### config.mk
export PLATFORM = sky130hd
export DESIGN_NAME = dpc_debug_port
export DESIGN_NICKNAME = d
export VERILOG_FILES = /design/src/logic/dpc_pkg.sv /design/src/logic/dpc_flag.sv /design/src/logic/dpc_ident.sv /design/src/logic/dpc_debug_port.sv
export SDC_FILE = /design/constraint.sdc
export NUM_CORES = 1
export LEC_CHECK = 0
export ABC_AREA = 0
export BUFFER_PORTS_ARGS = -buffer_cell sky130_fd_sc_hd__buf_2
export CORE_MARGIN = 1.5
export CORE_UTILIZATION = 33
export CTS_CLUSTER_DIAMETER = 150
export DETAILED_ROUTE_END_ITERATION = 16
export PLACE_DENSITY = 0.81
export SLEW_MARGIN = 10
export SYNTH_ARGS = -nofsm -noshare
export SYNTH_HDL_FRONTEND = slang
export SYNTH_SLANG_ARGS = --single-unit
export TNS_END_PERCENT = 100
### constraint.sdc
create_clock -name ref_clk -period 1.7 [get_ports ref_clk]
set_input_delay 0.34 -clock ref_clk [delete_from_list [all_inputs] [get_ports ref_clk]]
set_output_delay 0.34 -clock ref_clk [all_outputs]
set_load 0.05 [all_outputs]
### src/logic/dpc_pkg.sv
// Package: register map, field positions and reset values of the debug port block
`default_nettype none
package dpc_pkg;
    localparam int ADDR_W = 4;
    localparam int DATA_W = 32;
    // Byte addresses of the registers
    localparam logic [ADDR_W-1:0] OFFS_IDENT = 4'h0;
    localparam logic [ADDR_W-1:0] OFFS_CTRL = 4'h4;
    // Control register field positions
    localparam int BIT_SCAN_EN = 3;
    localparam int BIT_TRACE_EN = 2;
    localparam int BIT_TDO_USE = 0;
    // Control register: bits at and above this width are unused
    localparam int CTRL_USED_W = 4;
    // Unused control bit between the used fields
    localparam int BIT_RESERVED = 1;
    // Avalon-MM response codes
    localparam logic [1:0] RESP_OKAY = 2'h0;
    localparam logic [1:0] RESP_DECERR = 2'h3;
    // Control field reset values
    localparam logic RST_SCAN_EN = 1'h1;
    localparam logic RST_TRACE_EN = 1'h0;
    localparam logic RST_TDO_USE = 1'h0;
    // Identification field layout
    localparam int REV_LSB = 28;
    localparam int REV_W = 4;
    localparam int PART_W = 28;
    // Value returned for unmapped addresses
    localparam logic [DATA_W-1:0] UNMAPPED_DATA = 32'h0000_0000;
    // Zero word for read data reset
    localparam logic [DATA_W-1:0] ZERO_WORD = 32'h0000_0000;
endpackage
`default_nettype wire

### src/logic/dpc_flag.sv
// Single software writable flag bit with a reset value
`default_nettype none
module dpc_flag #(
    parameter logic RESET_VAL = 1'b0
) (
    // Clock and reset
    input wire logic ref_clk,
    input wire logic reset,
    // Write port
    input wire logic wr_en,
    input wire logic wr_data,
    // Stored value
    output logic flag_q
);
    logic flag_reg;
    logic flag_next;

    // Next value: load on write, else hold
    assign flag_next = wr_en ? wr_data : flag_reg;

    // Storage
    always_ff @(posedge ref_clk) begin
        if (reset) begin
            flag_reg <= RESET_VAL;
        end else begin
            flag_reg <= flag_next;
        end
    end

    assign flag_q = flag_reg;
endmodule
`default_nettype wire

### src/logic/dpc_ident.sv
// Read-only identification word built from fixed revision and part fields
`default_nettype none
module dpc_ident #(
    // Arbitrary identification values
    parameter logic [dpc_pkg::REV_W-1:0] REVISION = 4'h1,
    parameter logic [dpc_pkg::PART_W-1:0] PART_ID = 28'h0000ABC
) (
    // Identification word
    output logic [dpc_pkg::DATA_W-1:0] ident_word
);
    // Revision in the top nibble, part identifier below
    assign ident_word = {REVISION, PART_ID};
endmodule
`default_nettype wire

### src/logic/dpc_debug_port.sv
// Debug port control and identification registers on an Avalon-MM slave
`default_nettype none
// =====================================================================
// Behaviour
// Scan port enable at bit 3, resets 1
// Trace output enable at bit 2, resets 0
// Two-wire uses TDO at bit 0, resets 0
// Control bits 31-4 and 1 read zero
// Identification bits 31-28 hold silicon revision
// Identification bits 27-0 hold part identifier
// Writes to identification register are ignored
module dpc_debug_port #(
    // Arbitrary identification values
    parameter logic [dpc_pkg::REV_W-1:0] REVISION = 4'h1,
    parameter logic [dpc_pkg::PART_W-1:0] PART_ID = 28'h0000ABC
) (
    // Clock and reset
    input wire logic ref_clk,
    input wire logic reset,
    // Avalon-MM slave
    input wire logic [dpc_pkg::ADDR_W-1:0] avs_address,
    input wire logic avs_read,
    input wire logic avs_write,
    input wire logic [dpc_pkg::DATA_W-1:0] avs_writedata,
    input wire logic [3:0] avs_byteenable,
    output logic [dpc_pkg::DATA_W-1:0] avs_readdata,
    output logic avs_waitrequest,
    output logic [1:0] avs_response,
    // Debug port controls
    output logic scan_port_enable,
    output logic trace_output_enable,
    output logic two_wire_uses_tdo
);
    // =================================================================
    // Bus handshake
    // Each access waits one cycle, then completes in the second cycle
    logic ack_reg;
    logic ack_next;
    wire req = avs_read | avs_write;
    assign ack_next = req & ~ack_reg;
    wire done = req & ack_reg;

    always_ff @(posedge ref_clk) begin
        if (reset) begin
            ack_reg <= 1'b0;
        end else begin
            ack_reg <= ack_next;
        end
    end

    // Waitrequest high except in the completing cycle
    logic wait_reg;
    always_ff @(posedge ref_clk) begin
        if (reset) begin
            wait_reg <= 1'b1;
        end else begin
            wait_reg <= ~ack_next;
        end
    end
    assign avs_waitrequest = wait_reg;

    // =================================================================
    // Address decode
    wire sel_ident = (avs_address == dpc_pkg::OFFS_IDENT);
    wire sel_ctrl = (avs_address == dpc_pkg::OFFS_CTRL);
    wire ctrl_wr = done & avs_write & sel_ctrl & avs_byteenable[0];
    // Identification writes decode to nothing and change no state
    wire ident_wr_ignored = done & avs_write & sel_ident;

    // =================================================================
    // Control flags
    logic scan_q;
    logic trace_q;
    logic tdo_q;

    dpc_flag #(.RESET_VAL(dpc_pkg::RST_SCAN_EN)) u_scan (
        .ref_clk(ref_clk),
        .reset(reset),
        .wr_en(ctrl_wr),
        .wr_data(avs_writedata[dpc_pkg::BIT_SCAN_EN]),
        .flag_q(scan_q)
    );

    dpc_flag #(.RESET_VAL(dpc_pkg::RST_TRACE_EN)) u_trace (
        .ref_clk(ref_clk),
        .reset(reset),
        .wr_en(ctrl_wr),
        .wr_data(avs_writedata[dpc_pkg::BIT_TRACE_EN]),
        .flag_q(trace_q)
    );

    dpc_flag #(.RESET_VAL(dpc_pkg::RST_TDO_USE)) u_tdo (
        .ref_clk(ref_clk),
        .reset(reset),
        .wr_en(ctrl_wr),
        .wr_data(avs_writedata[dpc_pkg::BIT_TDO_USE]),
        .flag_q(tdo_q)
    );

    // =================================================================
    // Identification word
    logic [dpc_pkg::DATA_W-1:0] ident_word;
    dpc_ident #(.REVISION(REVISION), .PART_ID(PART_ID)) u_ident (
        .ident_word(ident_word)
    );

    // =================================================================
    // Read data
    // Control image: unimplemented bits forced to zero
    logic [dpc_pkg::DATA_W-1:0] ctrl_word;
    always_comb begin
        ctrl_word = dpc_pkg::ZERO_WORD;
        ctrl_word[dpc_pkg::BIT_SCAN_EN] = scan_q;
        ctrl_word[dpc_pkg::BIT_TRACE_EN] = trace_q;
        ctrl_word[dpc_pkg::BIT_TDO_USE] = tdo_q;
    end

    wire [dpc_pkg::DATA_W-1:0] rd_mux = sel_ident ? ident_word :
        sel_ctrl ? ctrl_word : dpc_pkg::UNMAPPED_DATA;
    wire unmapped = ~(sel_ident | sel_ctrl);

    // Read data registered in the waiting cycle, shown in the completing one
    logic [dpc_pkg::DATA_W-1:0] rdata_reg;
    logic [1:0] resp_reg;
    always_ff @(posedge ref_clk) begin
        if (reset) begin
            rdata_reg <= dpc_pkg::ZERO_WORD;
            resp_reg <= dpc_pkg::RESP_OKAY;
        end else if (ack_next) begin
            rdata_reg <= avs_read ? rd_mux : dpc_pkg::ZERO_WORD;
            resp_reg <= unmapped ? dpc_pkg::RESP_DECERR : dpc_pkg::RESP_OKAY;
        end
    end
    assign avs_readdata = rdata_reg;
    assign avs_response = resp_reg;

    // Debug controls straight from the flag registers
    assign scan_port_enable = scan_q;
    assign trace_output_enable = trace_q;
    assign two_wire_uses_tdo = tdo_q;

    // =================================================================
    // Checks: helper terms
    // Flag outputs as one vector, in control register bit order
    wire [2:0] flag_vec = {scan_port_enable, trace_output_enable, two_wire_uses_tdo};
    // Completing accesses
    wire rd_done = done & avs_read;
    wire wr_done = done & avs_write;
    // Control write that the missing low byte lane turns away
    wire ctrl_wr_masked = wr_done & sel_ctrl & ~avs_byteenable[0];
    // Unused upper field of the control image as read back
    wire [dpc_pkg::DATA_W-dpc_pkg::CTRL_USED_W-1:0] rd_upper =
        avs_readdata[dpc_pkg::DATA_W-1:dpc_pkg::CTRL_USED_W];
    // Reset image of the three flags
    wire [2:0] flag_rst = {dpc_pkg::RST_SCAN_EN, dpc_pkg::RST_TRACE_EN, dpc_pkg::RST_TDO_USE};
endmodule
`default_nettype wire

==> results of run 1 <==
[report_power, final]
part	switching (mW)	internal (mW)	total (mW)
Clock	0.0839	0.130	0.214
Combinational	0.168	0.0246	0.192
Sequential	0.00467	0.242	0.246
Total	0.256	0.396	0.653
[placed cells by master (no fill, tap or decap), drive strengths merged, types with 2 or more instances in the layout]
cell type | synthesis | layout
buf | 29 | 26
conb | 1 | 23
dfxtp | 10 | 10
o2bb2ai | 5 | 5
nor2 | 4 | 4
nand2b | 4 | 4
clkbuf | 0 | 4
mux2i | 3 | 3
nor2b | 2 | 2
[metal layers]
metal	part of all wire	up-vias	global-route usage	routed length (um)
li1	-	214	-	-
met1	0.39	195	0.1040	394
met2	0.47	36	0.1833	475
met3	0.12	4	0.05098	122
met4	0.026	0	0.06857	26
met5	0	-	0	0
[cell families (layout without fill, tap and decap cells)]
| logic type | after synthesis | count (layout) | synth area share |
|---|---|---|---|
| AOI/OAI and AO/OA | 7 | 7 | 0.09571 |
| DFF | 10 | 10 | 0.3259 |
| and+or+nand+nor | 15 | 15 | 0.1629 |
| buffers and inverters | 30 | 31 | 0.3605 |
| other | 1 | 23 | 0.006104 |
| muxes | 3 | 3 | 0.04888 |
[per-stage QoR]
stage / setup WS (ns) / power (mW) / hold WS, ns / utilization
after floorplan: 0.3673 / 0.4582 / 0.4277 / -
after global placement: 0.5274 / 0.4411 / 0.4479 / 0.3670
after detailed placement: 0.4852 / 0.4436 / 0.4465 / 0.3670
after CTS: 0.3865 / 0.6610 / 0.3124 / 0.3878
after global routing: 0.3434 / 0.6808 / 0.3213 / 0.3878
final: 0.4095 / 0.6527 / 0.3134 / 0.3878
[worst max-delay path by stage]
stage / from / to / slack [ns] / depth (start not counted)
floorplan: avs_readdata[11]$_SDFFE_PP0P_ / avs_readdata[11] / 0.37 / 1
global placement: avs_address[3] / avs_readdata[2]$_SDFFE_PP0P_ / 0.53 / 4
detailed placement: avs_address[3] / avs_readdata[2]$_SDFFE_PP0P_ / 0.49 / 4
CTS: avs_readdata[11]$_SDFFE_PP0P_ / avs_readdata[11] / 0.39 / 1
global route: avs_readdata[11]$_SDFFE_PP0P_ / avs_readdata[28] / 0.34 / 1
finish: avs_readdata[11]$_SDFFE_PP0P_ / avs_readdata[11] / 0.41 / 1
[area by class of cell]
| class | count | area (um^2) |
|---|---|---|
| clock buffer | 4 | 36.28 |
| fill | 205 | 1069 |
| inverter | 1 | 3.754 |
| multi-input combinational | 48 | 275.3 |
| sequential | 10 | 200.2 |
| tap | 25 | 31.28 |
| timing repair buffer | 26 | 130.1 |
[synthesized netlist by cell type]
master     count
buf_4         29
dfxtp_1       10
o2bb2ai_1      5
nand2b_1       4
nor2_1         4
mux2i_1        3
nor2b_1        2
conb_1         1
inv_1          1
nand2_1        1
nand3_1        1
nand4_2        1
nor3_1         1
nor4_4         1
o21ai_0        1
o21ba_2        1
==> metrics.txt, run 1 <==
CP max FO=7; post-route ant nets=0; largest net degree at the start of global routing=9; Port-buffer cells=26; Yosys warning total=0; initial core utilization=0.3520; NumNets Final=134; DP HPWL=829.9 um; Hold Crit Endpoint=avs_readdata[11]$_SDFFE_PP0P_; r2r endpoint=u_tdo.flag_q$_SDFFE_PP0P_; Initial DRT Pass Iterations=4; maximum VDD drop=0.3943 mV; wire length per cell=8.930 um; Synth area leaders=buf_4 35%, dfxtp_1 33%, o2bb2ai_1 7.1%; Design Area, Final=676.9 um^2; max incr delay on CP=0.40 ns; number of buffers created by CTS=3; Final Hold Fails=0; synthesized flop and latch total=10; post-cts hold buffer count=0; remaining global-route overflow=0; clk_lat worst skew=0.26 ns; layout cells sized above 1=0.3708; fin crit share=0.7591; DP Cell Count=110; Worst path slowest cell=dfxtp_1; total wire length=1018 um; chip height=46.15 um; Root Driver=clkbuf_4; Core Area=0.001745 mm^2; Clock Path Buffers=2; Largest delay share family, worst path=flip-flops; Max Cap Violations=0; Fmax achieved=0.7749 GHz; first-pass GRT wire length=1531 um; Top Ports=82; Worst Clk Skew=0.001341 ns; Synth area leader=buf_4; # rows=15; minimum clock period=1.291 ns; R2R depth=3; CTS tree=done; DR vias/cell=3.939; crit end category=output port; HP Start=avs_address[2]; crit-path cells=buf_2; vias in the first global route=372; status=finished clean; Cell Count, Final, Fillers Out=114; routed vias=449; P per Cell Area=964.2 mW/mm^2; hold path cells=2; setup tns final=0 ns; area share of the largest cell type after synthesis=0.3544; RSZ-0062 raised after global routing=false; Area Growth Syn to Fin=10.18%; Mean Syn Cell Area=9.308 um^2; initial DRC count=2; number of antenna diodes=0; R2R setup slack=0.63 ns; GP Congestion=0.6777; CTS Sinks=10; post-synthesis sequential area ratio=0.3259; Total GRT Usage=0.1082; worst r2r src=ack_reg$_SDFF_PP0_; Synth Instances=66; CTS resizes=0; antenna violations before repair=0; max reg flops=4; Hold WC Path Type=in2reg; synthesized cell area=614.3 um^2; critical path arrival=0.95 ns; CP Class=reg2out; Slew Limit Fails=0; Pleak=0.3478 nW; placed cell area=640.6 um^2; clock slew at reported path FFs=0.07 ns; postcts setup bufs=0; Startpoint Class=register; WP buf/inv=1; total die area=0.002129 mm^2; DRC Markers=0; Unique masters post-synth=16; Setup-failing EPs final=0; H-tree depth=1; WP data required=1.36 ns; die width=46.15 um
(Power assumes the default switching activity.)
==> run 2: changes to the inputs <==
- CORE_ASPECT_RATIO: default -> 1.5
- CORE_UTILIZATION: 33 -> 30
- PLACE_DENSITY: 0.81 -> 0.74
- clock period: 1.7 -> 1.3 ns (I/O delays scaled with it)
==> metrics.txt, run 2 (synthesized netlist as in run 1, its figures left out) <==
status=finished clean (unchanged); CP max FO=7 (unchanged); r2r endpoint=u_tdo.flag_q$_SDFFE_PP0P_ (unchanged); first-pass GRT wire length=1380 um (was 1531 um); DP HPWL=842.3 um (was 829.9 um); DP Cell Count=106 (was 110); CP Class=reg2out (unchanged); Final Hold Fails=0 (unchanged); max incr delay on CP=0.40 ns (about the same); wire length per cell=8.909 um (was 8.930 um); Max Cap Violations=0 (unchanged); Top Ports=82 (unchanged); vias in the first global route=340 (was 372); Final WS setup=0.08278 ns (was 0.4095 ns); post-cts hold buffer count=0 (unchanged); remaining global-route overflow=0 (unchanged); GP Congestion=0.6832 (was 0.6777); placed cell area=635.6 um^2 (was 640.6 um^2); max reg flops=4 (unchanged); P per Cell Area=1266 mW/mm^2 (was 964.2 mW/mm^2); Worst path slowest cell=dfxtp_1 (unchanged); Clock Path Buffers=2 (unchanged); maximum VDD drop=0.5777 mV (was 0.3943 mV); critical path arrival=0.96 ns (was 0.95 ns); number of buffers created by CTS=3 (unchanged); crit-path cells=buf_2 (unchanged); DP Worst Slack=0.1677 ns (was 0.4852 ns); Design Area, Final=674.4 um^2 (was 676.9 um^2); Worst Clk Skew=0.007485 ns (was 0.001341 ns); # fillers=205 (unchanged); setup tns final=0 ns (unchanged); crit end category=output port (unchanged); H-tree depth=1 (unchanged); antenna violations before repair=0 (unchanged); WP buf/inv=1 (unchanged); Total GRT Usage=0.08830 (was 0.1082); Port-buffer cells=26 (unchanged); highest-count cells in the layout ignoring fill and taps=25 x buf_2, 23 x conb_1, 10 x dfxtp_1 (was 26 x buf_2, 23 x conb_1, 10 x dfxtp_1); total wire length=980 um (was 1018 um); # rows=19 (was 15); DR vias/cell=4.127 (was 3.939); clk_lat worst skew=0.27 ns (was 0.26 ns); initial core utilization=0.3271 (was 0.3520); number of antenna diodes=0 (unchanged); postcts setup bufs=0 (unchanged); HP Start=avs_address[2] (unchanged); clock slew at reported path FFs=0.06 ns (was 0.07 ns); Core Area=0.001878 mm^2 (was 0.001745 mm^2); most common cell after layout, fill and taps aside=buf_2 (unchanged); post-route ant nets=0 (unchanged); Slew Limit Fails=0 (unchanged); die width=39.95 um (was 46.15 um); worst r2r src=ack_reg$_SDFF_PP0_ (unchanged); RSZ-0062 raised after global routing=true (was false); NumNets Final=134 (unchanged); layout cells sized above 1=0.3708 (unchanged); Area Growth Syn to Fin=9.776% (was 10.18%); Root Driver=clkbuf_4 (unchanged); routed vias=454 (was 449); Hold Crit Endpoint=avs_readdata[11]$_SDFFE_PP0P_ (unchanged); minimum clock period=1.217 ns; fin crit share=0.9363; Pleak=0.3471 nW (was 0.3478 nW); DRC Markers=0 (unchanged); overall power=0.8536 mW (was 0.6527 mW); WP data required=1.04 ns (was 1.36 ns); Final Util=0.3591 (was 0.3878); Initial DRT Pass Iterations=2 (was 4); final hold slack=0.2440 ns (was 0.3134 ns); largest net degree at the start of global routing=9 (unchanged); Startpoint Class=register (unchanged); CTS resizes=0 (unchanged); R2R setup slack=0.26 ns (was 0.63 ns); Cell Count, Final, Fillers Out=110 (was 114); R2R depth=3 (unchanged); chip height=58.42 um (was 46.15 um); Hold WC Path Type=in2reg (unchanged); CTS Sinks=10 (unchanged); Setup-failing EPs final=0 (unchanged); hold path cells=2 (unchanged); CTS tree=done (unchanged); Largest delay share family, worst path=flip-flops (unchanged); total die area=0.002334 mm^2 (was 0.002129 mm^2); initial DRC count=3 (was 2); Fmax achieved=0.8215 GHz
-- run 2: cell count changes in the layout (fill, tap and decap cells not counted) --
cell and delta:
buf_2 -1, clkbuf_4 +1
-- run 2: cell type report --
class | count | area, um^2 | area share
tap | 21 | 26.28 | 0.03896
inverter | 1 | 3.754 | 0.005566
clock buffer | 4 | 36.28 | 0.05380
timing repair buffer | 26 | 132.6 | 0.1967
multi-input combinational | 48 | 275.3 | 0.4082
sequential | 10 | 200.2 | 0.2968
-- run 2: power breakdown --
group | internal (mW) | switching (mW)
registers | 0.316 | 0.00613
logic | 0.0323 | 0.218
clock network | 0.170 | 0.111
-- run 2: worst max-delay path by stage --
stage | depth (start not counted) | slack (ns) | from | to
final | 1 | 0.08 | avs_readdata[11]$_SDFFE_PP0P_ | avs_readdata[7]
after global routing | 1 | -0.02 | avs_readdata[11]$_SDFFE_PP0P_ | avs_readdata[5]
after CTS | 1 | 0.06 | avs_readdata[11]$_SDFFE_PP0P_ | avs_readdata[9]
after detailed placement | 4 | 0.17 | avs_address[3] | avs_readdata[0]$_SDFFE_PP0P_
after global placement | 4 | 0.21 | avs_address[2] | u_trace.flag_q$_SDFFE_PP0P_
after floorplan | 1 | 0.05 | avs_readdata[11]$_SDFFE_PP0P_ | avs_readdata[11]
-- run 2: routing by layer --
metal	vias to the layer above	global-route usage	share of wire
li1	214	-	-
met5	-	0	0
met3	4	0.02264	0.13
met2	37	0.1406	0.46
met1	199	0.09739	0.38
met4	0	0.05911	0.023
